===== src/pkg/ffmd_pkg.sv =====
// Package: register map, field positions and carrier types of the fall/motion flag block
package ffmd_pkg;

  localparam int ADDR_W = 8;
  localparam int DATA_W = 8;
  localparam int SAMPLE_W = 12;
  localparam int THS_W = 7;
  localparam int CNT_W = 8;

  // Register offsets
  localparam logic [ADDR_W-1:0] FALL_MOTION_CONFIG_ADDR = 8'h15;
  localparam logic [ADDR_W-1:0] FALL_MOTION_SOURCE_ADDR = 8'h16;
  localparam logic [ADDR_W-1:0] FALL_MOTION_THRESHOLD_ADDR = 8'h17;
  localparam logic [ADDR_W-1:0] FALL_MOTION_DEBOUNCE_COUNT_ADDR = 8'h18;
  localparam logic [ADDR_W-1:0] FALL_MOTION_IRQ_CTRL_ADDR = 8'h19;

  // Config fields
  localparam int CFG_LATCH_BIT = 7;
  localparam int CFG_COMBINE_BIT = 6;
  localparam int CFG_Z_EN_BIT = 5;
  localparam int CFG_Y_EN_BIT = 4;
  localparam int CFG_X_EN_BIT = 3;
  localparam logic [DATA_W-1:0] CFG_WRITE_MASK = 8'hF8;

  // Source fields
  localparam int SRC_ACTIVE_BIT = 7;

  // Threshold fields
  localparam int THS_MODE_BIT = 7;

  // Interrupt control fields
  localparam int IRQ_EN_BIT = 0;
  localparam int IRQ_ROUTE_BIT = 1;

  // Reset values
  localparam logic [DATA_W-1:0] CFG_RESET = 8'h00;
  localparam logic [DATA_W-1:0] THS_RESET = 8'h00;
  localparam logic [DATA_W-1:0] CNT_RESET = 8'h00;
  localparam logic [DATA_W-1:0] IRQ_RESET = 8'h00;

  typedef struct packed {
    logic signed [SAMPLE_W-1:0] z;
    logic signed [SAMPLE_W-1:0] y;
    logic signed [SAMPLE_W-1:0] x;
  } ffmd_sample_t;

  // Per axis flags, z in [2], x in [0]
  typedef struct packed {
    logic [2:0] over;
    logic [2:0] neg;
  } ffmd_axis_flags_t;

  typedef struct packed {
    logic [ADDR_W-1:0] addr;
    logic [DATA_W-1:0] wdata;
    logic wr;
    logic rd;
  } ffmd_bus_req_t;

endpackage : ffmd_pkg


===== src/hw/ffmd_axis_compare.sv =====
// Per-axis magnitude comparison against the shared threshold
`timescale 1ns/10ps
module ffmd_axis_compare
  import ffmd_pkg::*;
#(
  parameter int SHIFT = SAMPLE_W - 1 - THS_W
)
(
  input ffmd_pkg::ffmd_sample_t sample,
  input wire logic [ffmd_pkg::THS_W-1:0] threshold,
  output ffmd_pkg::ffmd_axis_flags_t flags
);
  import ffmd_pkg::*;

  logic signed [SAMPLE_W-1:0] axis_val [3];
  logic [SAMPLE_W-1:0] axis_mag [3];

  assign axis_val[0] = sample.x;
  assign axis_val[1] = sample.y;
  assign axis_val[2] = sample.z;

  // Threshold scaled to the sample LSB; full-scale 8 g spans 7 bits
  for (genvar i = 0; i < 3; i++)
  begin : g_axis
    assign axis_mag[i] = axis_val[i][SAMPLE_W-1] ? SAMPLE_W'(-axis_val[i])
                                                  : SAMPLE_W'(axis_val[i]);
    assign flags.over[i] = axis_mag[i] > (SAMPLE_W'(threshold) << SHIFT);
    assign flags.neg[i] = axis_val[i][SAMPLE_W-1];
  end

endmodule : ffmd_axis_compare


===== src/hw/ffmd_event_flags.sv =====
// Fall/motion event detection, debounce, latching and register file
`timescale 1ns/10ps

//------------------------------------------------------------
// Overview of operation
//------------------------------------------------------------
module ffmd_event_flags
  import ffmd_pkg::*;
(
  input wire logic clock,
  input wire logic rst_n,
  input wire logic sample_tick,
  input ffmd_pkg::ffmd_sample_t sample,
  input wire logic [ffmd_pkg::ADDR_W-1:0] reg_addr,
  input wire logic [ffmd_pkg::DATA_W-1:0] reg_wdata,
  input wire logic reg_wr,
  input wire logic reg_rd,
  output logic [ffmd_pkg::DATA_W-1:0] reg_rdata,
  output logic irq_pin1,
  output logic irq_pin2
);
  import ffmd_pkg::*;

  //------------------------------------------------------------
  // Registers
  //------------------------------------------------------------
  logic [DATA_W-1:0] cfg_r;
  logic [DATA_W-1:0] ths_r;
  logic [CNT_W-1:0] dbc_limit_r;
  logic [1:0] irq_ctrl_r;
  logic active_r;
  ffmd_axis_flags_t src_flags_r;
  logic [CNT_W-1:0] dbc_r;
  logic [CNT_W-1:0] dbc_nxt;
  logic [DATA_W-1:0] reg_rdata_r;

  logic latch_on_event_enable;
  logic combine_or_and_choice;
  logic [2:0] axis_en;
  logic debounce_clear_mode;
  logic fall_motion_irq_enable;
  logic fall_motion_irq_pin_route;
  ffmd_axis_flags_t live_flags;
  ffmd_axis_flags_t masked_flags;
  logic condition;
  logic src_read;
  logic latched_hold;
  logic active_nxt;
  logic [CNT_W-1:0] dbc_fresh;
  logic read_tick_set;

  assign latch_on_event_enable = cfg_r[CFG_LATCH_BIT];
  assign combine_or_and_choice = cfg_r[CFG_COMBINE_BIT];
  assign axis_en = {cfg_r[CFG_Z_EN_BIT], cfg_r[CFG_Y_EN_BIT], cfg_r[CFG_X_EN_BIT]};
  assign debounce_clear_mode = ths_r[THS_MODE_BIT];
  assign fall_motion_irq_enable = irq_ctrl_r[IRQ_EN_BIT];
  assign fall_motion_irq_pin_route = irq_ctrl_r[IRQ_ROUTE_BIT];

  function automatic logic addr_hit(input logic [ADDR_W-1:0] a, input logic [ADDR_W-1:0] b);
    addr_hit = (a == b);
  endfunction : addr_hit

  assign src_read = reg_rd && addr_hit(reg_addr, FALL_MOTION_SOURCE_ADDR);

  //------------------------------------------------------------
  // Detection
  //------------------------------------------------------------
  ffmd_axis_compare u_compare (
    .sample(sample),
    .threshold(ths_r[THS_W-1:0]),
    .flags(live_flags)
  );

  assign masked_flags.over = live_flags.over & axis_en;
  assign masked_flags.neg = live_flags.neg & axis_en;

  // No axis enabled means the function is off in either mode
  always_comb
  begin
    if (axis_en == 3'h0)
      condition = 1'b0;
    else if (combine_or_and_choice)
      condition = |masked_flags.over;
    else
      condition = ~|(live_flags.over & axis_en);
  end

  //------------------------------------------------------------
  // Debounce counter
  //------------------------------------------------------------
  always_comb
  begin
    dbc_nxt = dbc_r;
    if (condition)
    begin
      if (dbc_r < dbc_limit_r)
        dbc_nxt = dbc_r + CNT_W'(1);
      else
        dbc_nxt = dbc_limit_r;
    end
    else if (debounce_clear_mode)
      dbc_nxt = '0;
    else if (dbc_r != '0)
      dbc_nxt = dbc_r - CNT_W'(1);
  end

  assign latched_hold = latch_on_event_enable && active_r;

  // A clearing read restarts the count; a tick in that cycle is its first step
  assign dbc_fresh = (condition && dbc_limit_r != '0) ? CNT_W'(1) : '0;

  always_ff @(posedge clock or negedge rst_n)
  begin
    if (!rst_n)
      dbc_r <= '0;
    else if (src_read && latch_on_event_enable && !sample_tick)
      dbc_r <= '0;
    else if (sample_tick)
      dbc_r <= (src_read && latch_on_event_enable) ? dbc_fresh : dbc_nxt;
  end

  //------------------------------------------------------------
  // Event flag and source flags
  //------------------------------------------------------------
  // Live mode: the event flag tracks the debounced counter
  always_comb
  begin
    active_nxt = active_r;
    if (sample_tick)
    begin
      if (condition && dbc_nxt >= dbc_limit_r)
        active_nxt = 1'b1;
      else if (!latch_on_event_enable && dbc_nxt == '0)
        active_nxt = 1'b0;
      else if (!latch_on_event_enable && debounce_clear_mode)
        active_nxt = 1'b0;
    end
  end

  // A tick that completes the count beside a clearing read still sets the event,
  // so software never loses it; a held event cleared by the read counts afresh
  assign read_tick_set = condition
                         && ((latched_hold ? dbc_fresh : dbc_nxt) >= dbc_limit_r);

  always_ff @(posedge clock or negedge rst_n)
  begin
    if (!rst_n)
      active_r <= 1'b0;
    else if (latched_hold && !src_read)
      active_r <= 1'b1;
    else if (src_read && latch_on_event_enable)
      active_r <= sample_tick && read_tick_set;
    else
      active_r <= active_nxt;
  end

  always_ff @(posedge clock or negedge rst_n)
  begin
    if (!rst_n)
      src_flags_r <= '0;
    else if (latched_hold && !src_read)
      src_flags_r <= src_flags_r;
    else if (sample_tick)
      src_flags_r <= masked_flags;
    else if (src_read && latch_on_event_enable)
      src_flags_r <= '0;
    else if (!latch_on_event_enable)
      src_flags_r <= src_flags_r & {axis_en, axis_en};
  end

  //------------------------------------------------------------
  // Register writes
  //------------------------------------------------------------
  always_ff @(posedge clock or negedge rst_n)
  begin
    if (!rst_n)
    begin
      cfg_r <= CFG_RESET;
      ths_r <= THS_RESET;
      dbc_limit_r <= CNT_RESET;
      irq_ctrl_r <= IRQ_RESET[1:0];
    end
    else if (reg_wr)
    begin
      if (addr_hit(reg_addr, FALL_MOTION_CONFIG_ADDR))
        cfg_r <= reg_wdata & CFG_WRITE_MASK;
      if (addr_hit(reg_addr, FALL_MOTION_THRESHOLD_ADDR))
        ths_r <= reg_wdata;
      if (addr_hit(reg_addr, FALL_MOTION_DEBOUNCE_COUNT_ADDR))
        dbc_limit_r <= reg_wdata;
      if (addr_hit(reg_addr, FALL_MOTION_IRQ_CTRL_ADDR))
        irq_ctrl_r <= reg_wdata[1:0];
    end
  end

  //------------------------------------------------------------
  // Register reads
  //------------------------------------------------------------
  // Source image taken before the read-clear lands
  always_ff @(posedge clock or negedge rst_n)
  begin
    if (!rst_n)
      reg_rdata_r <= '0;
    else if (reg_rd)
    begin
      unique case (reg_addr)
        FALL_MOTION_CONFIG_ADDR: reg_rdata_r <= cfg_r;
        // Disabled axes read zero even while a latched image is held
        FALL_MOTION_SOURCE_ADDR:
          reg_rdata_r <= {active_r, 1'b0,
                          src_flags_r.over[2] & axis_en[2], src_flags_r.neg[2] & axis_en[2],
                          src_flags_r.over[1] & axis_en[1], src_flags_r.neg[1] & axis_en[1],
                          src_flags_r.over[0] & axis_en[0], src_flags_r.neg[0] & axis_en[0]};
        FALL_MOTION_THRESHOLD_ADDR: reg_rdata_r <= ths_r;
        FALL_MOTION_DEBOUNCE_COUNT_ADDR: reg_rdata_r <= dbc_limit_r;
        FALL_MOTION_IRQ_CTRL_ADDR: reg_rdata_r <= {6'h00, irq_ctrl_r};
        default: reg_rdata_r <= '0;
      endcase
    end
    else
      reg_rdata_r <= '0;
  end

  assign reg_rdata = reg_rdata_r;

  //------------------------------------------------------------
  // Interrupt routing
  //------------------------------------------------------------
  assign irq_pin1 = active_r && fall_motion_irq_enable && fall_motion_irq_pin_route;
  assign irq_pin2 = active_r && fall_motion_irq_enable && !fall_motion_irq_pin_route;

endmodule : ffmd_event_flags


===== config.mk =====
export PLATFORM = sky130hd
export DESIGN_NAME = ffmd_event_flags
export DESIGN_NICKNAME = d
export VERILOG_FILES = /design/src/pkg/ffmd_pkg.sv /design/src/hw/ffmd_axis_compare.sv /design/src/hw/ffmd_event_flags.sv
export SDC_FILE = /design/constraint.sdc
export NUM_CORES = 1
export LEC_CHECK = 0
export BUFFER_PORTS_ARGS = -buffer_cell sky130_fd_sc_hd__buf_2
export CORE_MARGIN = 4
export CORE_UTILIZATION = 29
export DETAILED_ROUTE_END_ITERATION = 16
export GPL_TIMING_DRIVEN = 0
export PLACE_DENSITY = 0.43
export SYNTH_ARGS = -nofsm -noshare
export SYNTH_HDL_FRONTEND = slang
export SYNTH_SLANG_ARGS = --single-unit

===== constraint.sdc =====
create_clock -name clock -period 6 [get_ports clock]
set_input_delay 1.2 -clock clock [delete_from_list [all_inputs] [get_ports clock]]
set_output_delay 1.2 -clock clock [all_outputs]
set_load 0.02 [all_outputs]

==> After elaboration in Yosys (flattened, before gate mapping) <==
Index checks and enable logic that the tools add are counted.
{ "totals": {"ff_bits": 46, "in_bits": 57, "out_inout_bits": 10, "word_cells": 94} }
{ "op_classes": {"n_addsub": 5, "n_lt_le_gt_ge": 6, "n_eq_ne": 6, "muxes": 25, "n_bitwise": 10, "reduce_logical": 33} }
{ "ops": {"columns": ["cell", "n"], "rows": [
  ["8-bit two-way mux", 9],
  ["8-bit by 5-bit == test with 1-bit output (second input constant)", 5],
  ["8-bit case mux with 5 select lines", 1],
  ["12-bit by 11-bit greater-than comparator with 1-bit output", 3],
  ["12-bit two-way mux", 3],
  ["12-bit negation", 3],
  ["6-bit two-way mux", 3],
  ["8-bit greater-or-equal comparator", 2],
  ["8-bit nonzero test", 2],
  ["1-bit logical AND", 14],
  ["2-bit AND reduction", 6],
  ["1-bit two-way mux", 9],
  ["8-bit by 1-bit adder with 8-bit output (second input constant)", 1],
  ["8-bit logical NOT", 1],
  ["8-bit less-than comparator", 1],
  ["8-bit by 1-bit subtractor with 8-bit output (second input constant)", 1],
  ["1-bit bitwise AND", 6],
  ["3-bit bitwise AND", 2],
  ["6-bit bitwise AND", 1],
  ["1-bit logical NOT", 5],
  ["5-bit nonzero test", 1],
  ["3-bit logical NOT", 1],
  ["3-bit by 2-bit != test with 1-bit output (second input constant)", 1],
  ["3-bit nonzero test", 1],
  ["3 further kinds", 3]
]} }

==> Logic depth before layout (Yosys ltp) <==
Gate-level depths: netlist of run 1.
{ "depth": {"word_depth": 16, "ltp_mapped": 24, "depth_no_buf": 23} }

==> By module <==
From an unflattened synthesis of run 1, not the netlist that was laid out.
{ "unflattened": {"hier_cells": 470, "area_unflattened_um2": 4215.3} }
{ "modules_own_cells": {"columns": ["module", "n_inst", "cells_per_inst", "area_per_inst_um2", "seq_area_each_um2"], "rows": [
  ["ffmd_event_flags", 1, 334, 3213.1, 1151.1],
  ["ffmd_axis_compare", 1, 136, 1002.2, 0.0]
]} }

==> Worst setup path before layout of run 1 <==
Ideal clock, no wire load.
{ "synth_path": {"path_type": "in2reg", "start": "input port sample[27] (netlist bit)", "end": "register active_r", "setup_time_ns": 0.124, "t_arrival_ns": 5.896, "t_required_ns": 5.876, "setup_slack_ns": -0.020, "path_stages": 23, "n_path_buf": 1, "path_cell_list": "or4_4 -> or4_4 -> o31ai_1 -> xnor2_1 -> ha_1 -> nand4_1 -> o311ai_0 -> o21ai_0 -> nor2_1 -> nand3_2 -> mux2i_2 -> buf_6 -> mux2i_1 -> o22a_1 -> ha_1 -> nand2b_1 -> a21o_1 -> a21o_1 -> a211o_1 -> a21oi_1 -> o21ai_0 -> nor4b_1 -> a211o_1"} }
{ "synth_via": {"elab_chain_len": 16, "elab_cells_between_ends": 26, "cone_classes": "add/sub: 1; order compare: 3; mux: 11; bitwise: 1; reduce/logical: 10"} }
{ "synth_lines": {"columns": ["element", "line", "rtl"], "rows": [
  ["from (decl)", "ffmd_event_flags.sv:13", "input ffmd_pkg::ffmd_sample_t sample,"],
  ["12-bit negation", "ffmd_axis_compare.sv:25", "assign axis_mag[i] = axis_val[i][SAMPLE_W-1] ? SAMPLE_W'(-axis_val[i])"],
  ["12-bit two-way mux (*)", "ffmd_axis_compare.sv:25", null],
  ["12-bit by 11-bit greater-than comparator with 1-bit output (*)", "ffmd_axis_compare.sv:27", "assign flags.over[i] = axis_mag[i] > (SAMPLE_W'(threshold) << SHIFT);"],
  ["3-bit bitwise AND (*)", "ffmd_event_flags.sv:74, ffmd_event_flags.sv:85", null],
  ["3-bit OR reduction (*)", "ffmd_event_flags.sv:83, ffmd_event_flags.sv:85", null],
  ["1-bit logical NOT", "ffmd_event_flags.sv:85", "condition = ~|(live_flags.over & axis_en);"],
  ["1-bit two-way mux (*)", "ffmd_event_flags.sv:82", "else if (combine_or_and_choice)"],
  ["1-bit two-way mux (*)", "ffmd_event_flags.sv:80", "if (axis_en == 3'h0)"],
  ["1-bit logical AND or 8-bit two-way mux (tied branches)", "ffmd_event_flags.sv:110, ffmd_event_flags.sv:94", null],
  ["1-bit two-way mux or 8-bit logical NOT (tied branches)", "ffmd_event_flags.sv:110, ffmd_event_flags.sv:133", null],
  ["8-bit two-way mux or 1-bit logical AND (tied branches)", "ffmd_event_flags.sv:143, ffmd_event_flags.sv:133", null],
  ["8-bit greater-or-equal comparator or 1-bit two-way mux (tied branches)", "ffmd_event_flags.sv:143, ffmd_event_flags.sv:133", null],
  ["1-bit logical AND or 1-bit two-way mux (tied branches)", "ffmd_event_flags.sv:143, ffmd_event_flags.sv:131", null],
  ["1-bit logical AND or 1-bit two-way mux (tied branches)", "ffmd_event_flags.sv:152, ffmd_event_flags.sv:129", null],
  ["1-bit two-way mux", "ffmd_event_flags.sv:151", "else if (src_read && latch_on_event_enable)"],
  ["1-bit two-way mux", "ffmd_event_flags.sv:149", "else if (latched_hold && !src_read)"],
  ["to (signal assigned)", "ffmd_event_flags.sv:152", "active_r <= sample_tick && read_tick_set;"],
  ["to (signal assigned)", "ffmd_event_flags.sv:154", "active_r <= active_nxt;"],
  ["to (decl)", "ffmd_event_flags.sv:31", "logic active_r;"]
]} }
Mark *: on every way between the ends. The rest lies on a longest branch, timed or not. The select of a mux whose other input is x is not followed.
A chain may end at the register's enable or synchronous reset.

==> Worst setup path in the final report of run 1 <==
Ends and elaborated chain as after synthesis.

==> flow_metrics.tcl, run 1 <==
set metrics [dict create \
    status "finished with violations" \
    violations "setup timing" \
    cts-hold-fix-buffers 0 \
    final_cells 761 \
    tightest_slew_ps 1060 \
    setup_slack_ps -194 \
    hold_violations 0 \
    wl_per_cell_um 16.9 \
    avgSynthCellArea_um2 8.60 \
    io_buffers 63 \
    hpwl_mm 10.3 \
    fp.dieW_um 130 \
    grt_remaining_overflow 0 \
    start_kind "primary input" \
    fin_nets 680 \
    clkTransAtPathRegs_ps 60 \
    start_util 0.297 \
    cp.depth 24 \
    yosys.area.top_type_share 0.267 \
    synth_edf_count 0 \
    placed_cells 748 \
    grt_most_used_layer "met2" \
    pre_cts_ws_ps -954 \
    rr_worst_depth 19 \
    p_per_area_mw_per_mm2 266 \
    ant_nets 0 \
    min_period_over_period 1.03 \
    grtUsageMet1 0.226 \
    timing.hold.ws_ps 527 \
    place.gp.congestion 0.876 \
    antenna_found_initial 0 \
    dieArea_mm2 0.0169 \
    drt_iter0_markers 233 \
    crit_path_max_incr_delay_ps 560 \
    final_max_slew_viol_count 0 \
    ir_worst_vdd_uv 108 \
    maxSlewHeadroom 0.290 \
    r2r-start "dbc_limit_r[1]$_DFFE_PN0P_" \
    synth_cell_types 58 \
    wl_mm 12.9 \
    die_h_um 130 \
    area_growth_pct 18.6 \
    period_minus_slack_ps 6190 \
    fmax_ghz 0.161 \
    path_cells "buf_2 > or4_4 > or4_4 > o41ai_4 > xnor2_1 > ha_1 > nand3_1 > o311ai_1 > o21ai_1 > nor2_2 > nand3_2 > mux2i_4 > buf_8 > mux2i_4 > o22a_1 > ha_1 > nand2b_1 > a21o_1 > a21o_1 > a211o_1 > a21oi_2 > o21ai_0 > nor4b_1 > a211o_1" \
    viasPerCell 5.18 \
    hold_path.class "flop to flop" \
    io_pins 67 \
    crit_end "active_r$_DFFE_PN0P_" \
    r2r_slack_ps 1280 \
    crit_slowest_cell "or4_4" \
    nFillCells 1558 \
    grtUsageMet2 0.247 \
    crit_type "primary input to flop" \
    arrival_ps 6370 \
    clk_latency_ps 290 \
    grt_util_all_layers 0.156 \
    fin_skew_ps 3.68 \
    vias 3944 \
    rsz0062_at_grt "yes" \
    final_common_cell "buf_2" \
    final_cell_mix "buf_2, ha_1, dfrtp_1" \
    fp.coreArea_mm2 0.0145 \
    grt_pass1_wl_mm 20.8 \
    syn_nets 606 \
    finalSetupViolCount 1 \
    cts_tree "built" \
    netlist_instances 501 \
    synth_area_leaders "dfrtp_1, ha_1, mux2_2" \
    leakagePower_nw 2.28 \
    worst_r2r_endpoint "active_r$_DFFE_PN0P_" \
    clockBufferDepth 2 \
    cp-startpoint "sample[27]" \
    ys.flop_type "dfrtp_1" \
    cp_data_required_time_ps 6180 \
    cp_max_fo 6 \
    yosys.area.top_type "dfrtp_1" \
    clock-sinks 46 \
    maxCapViolCount 0 \
    cts-root-buf "clkbuf_16" \
    synthArstFlopShare 1.00 \
    cts_made_buffers 5 \
    use_met3 0.0151 \
    critPathTopFamily "compound AO/OA/AOI/OAI gates" \
    syn_area_mm2 0.00431 \
    grt_pass1_vias 3882 \
    htreeDepth 2 \
    drive_above_1_share 0.205 \
    rows 44 \
    dr.pass1.iters 5 \
    synth-seq-cells 46 \
    grt_max_degree 47 \
    critPathBufInv 2 \
    end_kind "flop" \
    ys_seq_area_frac 0.267 \
    yosys_warnings 0 \
    post-route-drc-count 0 \
]
[how the worst min path moves through the flow]
stage / start / endpoint / slack (ps) / depth (start not counted)
global placement: src_flags_r[4]$_DFFE_PN0P_ / src_flags_r[4]$_DFFE_PN0P_ / 520 / 1
finish: src_flags_r[4]$_DFFE_PN0P_ / src_flags_r[4]$_DFFE_PN0P_ / 530 / 1
floorplan: src_flags_r[4]$_DFFE_PN0P_ / src_flags_r[4]$_DFFE_PN0P_ / 470 / 1
CTS: src_flags_r[4]$_DFFE_PN0P_ / src_flags_r[4]$_DFFE_PN0P_ / 530 / 1
detailed placement: src_flags_r[4]$_DFFE_PN0P_ / src_flags_r[4]$_DFFE_PN0P_ / 520 / 1
global route: src_flags_r[4]$_DFFE_PN0P_ / src_flags_r[4]$_DFFE_PN0P_ / 550 / 1
[metrics by stage]
stage	utilization	TNS [ps]	total power [mW]	instance area, um^2
after floorplan	-	0	0.857	4320
after global placement	0.335	-910	1.03	4860
after detailed placement	0.335	-954	1.05	4860
after CTS	0.350	-212	1.36	5080
after global routing	0.352	-448	1.48	5110
final	0.352	-194	1.36	5110
[synthesized netlist by cell type, drive strengths merged, types with 9 or more instances]
cell type,instances
nand3,13
clkbuf,17
mux2i,9
nor2,40
nand2,41
mux2,28
dfrtp,46
nor2b,10
inv,32
nor3,14
ha,48
xnor2,29
a21o,10
o21ai,28
a21oi,26
[kinds of logic after synthesis]
kind of cell	count (synthesis)	share of synthesized area
AO/OA/AOI/OAI	120	0.188
multiplexers	37	0.0949
AND/OR/NAND/NOR	159	0.186
adder cells (fa/ha/maj)	48	0.139
XOR/XNOR	37	0.0752
flip-flops	46	0.267
buffers and inverters	54	0.0491
[area by class of cell]
| class | count | area, um^2 | area share |
|---|---|---|---|
| antenna | 1 | 2.50 | 0.000489 |
| buffer | 22 | 95.1 | 0.0186 |
| clock buffer | 7 | 143 | 0.0279 |
| clock inverter | 1 | 8.76 | 0.00171 |
| inverter | 32 | 120 | 0.0235 |
| multi-input combinational | 401 | 3020 | 0.590 |
| sequential | 46 | 1150 | 0.225 |
| tap | 184 | 230 | 0.0450 |
| timing repair buffer | 67 | 345 | 0.0675 |
[where the power goes]
| part | total [mW] | switching (mW) | leakage (nW) | internal [mW] |
|---|---|---|---|---|
| logic | 0.684 | 0.396 | 1.60 | 0.288 |
| registers | 0.384 | 0.0422 | 0.604 | 0.342 |
| clock network | 0.292 | 0.124 | 0.0745 | 0.168 |
| total | 1.36 | 0.563 | 2.28 | 0.797 |
[worst reg2reg max path, delay by kind of cell, from the launching register on]
kind | cells | cell delay (ps)
buf+inv | 2 | 570
mux | 1 | 230
simple gates | 4 | 460
compound gates | 10 | 2350
fa+ha+maj | 2 | 520
flops | 1 | 470
[metal layers]
metal	up-vias	part of all wire
met5	-	0
met4	0	0.019
li1	1979	-
met1	1839	0.49
met2	110	0.45
met3	16	0.042
[repair_timing]
action                                  in CTS  in global routing
setup buffers                                4                  0
pin swaps                                    3                  1
endpoints found under the hold margin        0                  0
resized for setup                           10                  4
endpoints found under the setup margin       1                  1
[registers in the layout, indices dropped and copies added, names as in the netlist]
register and count:
active_r 1, src_flags_r 6, dbc_r 8, reg_rdata 8, irq_ctrl_r 2, ths_r 8
cfg_r 5, dbc_limit_r 8
No activity file was read; power rests on OpenSTA's default activity.
==> inputs of run 2 (changes only) <==
Settings changed: CORE_MARGIN 4 to not set, SLEW_MARGIN set to 25.
Clock period 6 ns to 6.2 ns, I/O delays scaled along.
==> run 2 against run 1 <==
Effect of this change: the flow now finishes without violations; cell count shrank 0.13%; total power shrank 4.2%; clock power shrank 7%; clock skew fell by 0.61 ps; global-route usage up 1.6 points; combinational power down 4.1%; utilization increased by 0.13 points; routed wire length is 4.7% lower; die area down 9.0%; sequential cell count stayed put; critical endpoint unchanged; highest routed layer is now met5.
==> flow_metrics.tcl, run 2 (synthesis results as in run 1) <==
set metrics [dict create \
    status "finished, final reports clean" \
    route.met3.wl_um 449 \
    drt_iter0_markers 211 \
    swShare 0.409 \
    fin_skew_ps 3.08 \
    p_int_mw 0.770 \
    final_cell_mix "buf_2, ha_1, dfrtp_1" \
    clockBufferDepth 2 \
    leakagePower_nw 2.29 \
    dr.pass1.iters 4 \
    finalSetupViolCount 0 \
    io_buffers 63 \
    maxCapViolCount 0 \
    cts-hold-fix-buffers 0 \
    comb_power_share 0.503 \
    start_util 0.297 \
    grt_max_degree 47 \
    cp_data_required_time_ps 6370 \
    highest_layer "met5" \
    period_minus_slack_ps 6170 \
    seq_power_share 0.287 \
    clk_latency_ps 290 \
    timing.hold.ws_ps 526 \
    hold_violations 0 \
    power_mw 1.30 \
    vias 3921 \
    area_growth_pct 19.0 \
    htreeDepth 2 \
    p_per_area_mw_per_mm2 254 \
    drive_above_1_share 0.210 \
    hpwl_mm 10.1 \
    place.gp.congestion 0.803 \
    hold_path.class "flop to flop" \
    cts_tree "built" \
    met1_length_mm 6.01 \
    grt_util_all_layers 0.171 \
    grt_pass1_wl_mm 20.2 \
    fp.coreArea_mm2 0.0145 \
    crit_type "primary input to flop" \
    die_h_um 124 \
    arrival_ps 6340 \
    clock-sinks 46 \
    min_period_over_period 0.996 \
    post-route-drc-count 0 \
    grt_pass1_vias 3889 \
    rsz0062_at_grt "yes" \
    end_kind "flop" \
    dieArea_mm2 0.0154 \
    fmax_ghz 0.162 \
    r2r_slack_ps 1540 \
    clkTransAtPathRegs_ps 60 \
    io_pins 67 \
    antenna_found_initial 1 \
    wl_per_cell_um 16.2 \
    viasPerCell 5.16 \
    cp_max_fo 6 \
    maxSlewHeadroom 0.527 \
    tightest_slew_ps 707 \
    start_kind "primary input" \
    ir_worst_vdd_uv 109 \
    antenna_cells 0 \
    power.switching_mw 0.534 \
    rows 44 \
    utilization 0.353 \
    final_max_slew_viol_count 0 \
    cts_made_buffers 5 \
    ant_nets 0 \
    wl_mm 12.3 \
    p_clk_frac 0.210 \
    cts-root-buf "clkbuf_16" \
    wl_met2_mm 5.67 \
    final_common_cell "buf_2" \
    fin_nets 680 \
    grt_remaining_overflow 0 \
    fp.dieW_um 124 \
]
## run 2: cell type report
class / count / area (um^2)
Fill cell: 1556 / 9400
Timing Repair Buffer: 67 / 348
Clock buffer: 7 / 143
Multi-Input combinational cell: 401 / 3040
Buffer: 22 / 91.3
Inverter: 32 / 120
Clock inverter: 1 / 8.76
Tap cell: 184 / 230
Sequential cell: 46 / 1150
## run 2: metrics by stage
step	instance area (um^2)	setup TNS [ps]	cells	worst slack (ps)
floorplan	4310	0	501	140
global placement	4860	-791	748	-791
finish	5130	0	760	26.7
CTS	5080	-58.8	760	-58.8
global route	5130	-230	760	-230
detailed placement	4860	-848	748	-848
## run 2: worst max-delay path, stage by stage
cell	delay (ps)
buf_2	90
or4_4	570
or4_4	500
o41ai_4	230
xnor2_1	110
ha_1	310
nand3_1	120
o311ai_1	290
o21ai_1	140
nor2_2	150
nand3_2	150
mux2i_4	230
buf_6	140
mux2i_4	190
o22a_1	230
ha_1	270
nand2b_4	130
a21o_1	170
a21o_1	180
a211o_1	300
a21oi_2	140
o21ai_1	80
nor4b_1	150
a211o_1	230
## run 2: power groups by stage
| stage | registers, mW | logic (mW) | clock network (mW) |
|---|---|---|---|
| after floorplan | 0.359 | 0.468 | 0 |
| after global placement | 0.379 | 0.619 | 0 |
| after detailed placement | 0.379 | 0.634 | 0 |
| after CTS | 0.373 | 0.650 | 0.281 |
| after global routing | 0.378 | 0.744 | 0.295 |
| final | 0.374 | 0.656 | 0.273 |
## run 2: repair_timing
action,4_1_cts,5_1_grt
endpoints found under the setup margin,1,1
setup buffers,4,0
resized for setup,10,10
pin swaps,3,4
## run 2: worst paths after layout
path                                                 start                          to  cells after the start
worst max register to register  dbc_limit_r[2]$_DFFE_PN0P_        active_r$_DFFE_PN0P_                     19
worst min register to register  src_flags_r[4]$_DFFE_PN0P_  src_flags_r[4]$_DFFE_PN0P_                      1
min in group asynchronous                            rst_n        dbc_r[4]$_DFFE_PN0P_                      1
worst min-delay path            src_flags_r[4]$_DFFE_PN0P_  src_flags_r[4]$_DFFE_PN0P_                      1
worst max-delay path                            sample[27]        active_r$_DFFE_PN0P_                     24
max in group asynchronous                            rst_n  src_flags_r[1]$_DFFE_PN0P_                      1
## run 2: layer usage
| metal | vias to the layer above | GRT usage |
|---|---|---|
| met5 | - | 0 |
| met4 | 2 | 0.0409 |
| met3 | 10 | 0.0197 |
| met2 | 78 | 0.292 |
| met1 | 1857 | 0.231 |
| li1 | 1974 | - |
==> inputs of run 3 (changes only) <==
Settings changed: REMOVE_ABC_BUFFERS set to 1, TNS_END_PERCENT set to 20.
==> run 3 against run 2 <==
Effect of this change: non-clock buffer count down 19; sequential cell count unchanged; register-to-register slack improved by 210 ps; sequential power is 11% higher; sequential share of layout area is 0.57 points higher; clock power shrank 6%; routed wire length fell by 2.4%; worst setup slack better by 170 ps; utilization is 0.87 points lower; critical path type unchanged; largest cell class unchanged; largest power group unchanged.
==> flow_metrics.tcl, run 3 (synthesis results as in run 1) <==
set metrics [dict create \
    cp_data_required_time_ps 6370 \
    start_kind "primary input" \
    final_common_cell "buf_2" \
    nFillCells 1553 \
    cts-hold-fix-buffers 0 \
    place.gp.congestion 0.786 \
    vias 3893 \
    ir_worst_vdd_uv 96.0 \
    crit_path_max_incr_delay_ps 560 \
    arrival_ps 6180 \
    final_cells 740 \
    rows 44 \
    start_util 0.297 \
    seq_area_mm2 0.00115 \
    path_cells "buf_2 > or4_4 > or4_4 > o41ai_4 > xnor2_1 > ha_1 > nand3_1 > o311ai_1 > o21ai_1 > nor2_2 > nand3_2 > mux2i_4 > buf_4 > buf_4 > o22a_1 > ha_1 > nand2b_1 > a21o_1 > a21o_1 > a211o_1 > a21oi_1 > o21ai_0 > nor4b_1 > a211o_1" \
    placed_cells 729 \
    maxSlewHeadroom 0.470 \
    area_growth_pct 16.1 \
    die_h_um 124 \
    cts-root-buf "clkbuf_16" \
    antenna_found_initial 0 \
    viasPerCell 5.26 \
    fp.coreArea_mm2 0.0145 \
    hpwl_mm 9.63 \
    wl_per_cell_um 16.2 \
    clk_latency_ps 280 \
    clockBufferDepth 2 \
    post-route-drc-count 0 \
    antenna_cells 0 \
    grt_util_all_layers 0.165 \
    fp.dieW_um 124 \
    min_period_over_period 0.968 \
    crit_type "primary input to flop" \
    clkTransAtPathRegs_ps 60 \
    io_buffers 66 \
    power.switching_mw 0.508 \
    cp_max_fo 6 \
    drt_iter0_markers 210 \
    ant_nets 0 \
    wl_mm 12.0 \
    fin_nets 661 \
    p_clk_frac 0.205 \
    end_kind "flop" \
    grt_remaining_overflow 0 \
    comb_power_share 0.463 \
    fin_skew_ps 5.91 \
    period_minus_slack_ps 6000 \
    cts_tree "built" \
    multi_input_area_mm2 0.00300 \
    final_cell_mix "buf_2, ha_1, dfrtp_1" \
    dr.pass1.iters 4 \
    finalSetupViolCount 0 \
    io_pins 67 \
    tightest_slew_ps 793 \
    grt_max_degree 47 \
    rsz0062_at_grt "yes" \
    hold_path.class "flop to flop" \
    hold_violations 0 \
    crit_slowest_cell "or4_4" \
    grt_pass1_vias 3744 \
    swShare 0.406 \
    timing.hold.ws_ps 540 \
    htreeDepth 2 \
    p_int_mw 0.742 \
    status "finished, final reports clean" \
    fmax_ghz 0.167 \
    grt_pass1_wl_mm 19.6 \
    clock-sinks 46 \
    final_max_slew_viol_count 0 \
    dieArea_mm2 0.0154 \
    drive_above_1_share 0.214 \
    cts_made_buffers 5 \
    maxCapViolCount 0 \
    seq_power_share 0.332 \
    power_mw 1.25 \
    p_per_area_mw_per_mm2 250 \
    leakagePower_nw 2.23 \
]
## run 3: worst paths after layout
| path | slack [ps] | to | depth (start not counted) | from |
|---|---|---|---|---|
| worst max-delay path | 200 | active_r$_DFFE_PN0P_ | 24 | sample[27] |
| worst min-delay path | 540 | src_flags_r[4]$_DFFE_PN0P_ | 1 | src_flags_r[4]$_DFFE_PN0P_ |
| worst max register to register | 1750 | active_r$_DFFE_PN0P_ | 16 | dbc_r[2]$_DFFE_PN0P_ |
| worst min register to register | 540 | src_flags_r[4]$_DFFE_PN0P_ | 1 | src_flags_r[4]$_DFFE_PN0P_ |
| max in group asynchronous | 4830 | reg_rdata[0]$_DFF_PN0_ | 1 | rst_n |
| min in group asynchronous | 970 | ths_r[0]$_DFFE_PN0P_ | 1 | rst_n |
## run 3: per-stage QoR
step	area, um^2	setup slack [ps]	utilization	setup TNS (ps)
after floorplan	4220	-78.6	-	-78.6
after CTS	4970	39.1	0.342	0
final	5000	196	0.344	0
after global placement	4780	-1040	0.329	-1040
after global routing	5000	-120	0.344	-120
after detailed placement	4790	-1040	0.329	-1040
## run 3: area by class of cell
class / count / share of cell area
Clock buffer: 6 / 0.0258
Clock inverter: 1 / 0.00150
Inverter: 32 / 0.0240
Multi-Input combinational cell: 401 / 0.600
Sequential cell: 46 / 0.230
Tap cell: 184 / 0.0460
Timing Repair Buffer: 70 / 0.0725
## run 3: power groups by stage
stage               sequential, mW  clock, mW  combinational (mW)
floorplan                    0.388          0               0.421
global placement             0.418          0               0.553
detailed placement           0.420          0               0.563
CTS                          0.415      0.265               0.576
global route                 0.423      0.276               0.664
finish                       0.415      0.257               0.579
## run 3: per-layer routing
metal | share of wire | vias up | global-route usage
li1 | - | 1930 | -
met1 | 0.48 | 1869 | 0.225
met2 | 0.46 | 86 | 0.276
met3 | 0.040 | 8 | 0.0220
met4 | 0.012 | 0 | 0.0357
met5 | 0 | - | 0
## run 3: timing repair
item	CTS	global route
endpoints found under the setup margin	1	1
pin swaps	1	4
buffers inserted	4	0
gates resized for setup	5	8
## run 3: critical path, delay by kind of cell
kind,cells,cell delay (ps)
buffers and inverters,3,390
adder cells (fa/ha/maj),2,560
multiplexers,1,240
AO/OA/AOI/OAI,10,1890
AND/OR/NAND/NOR,7,1710
XOR/XNOR,1,120
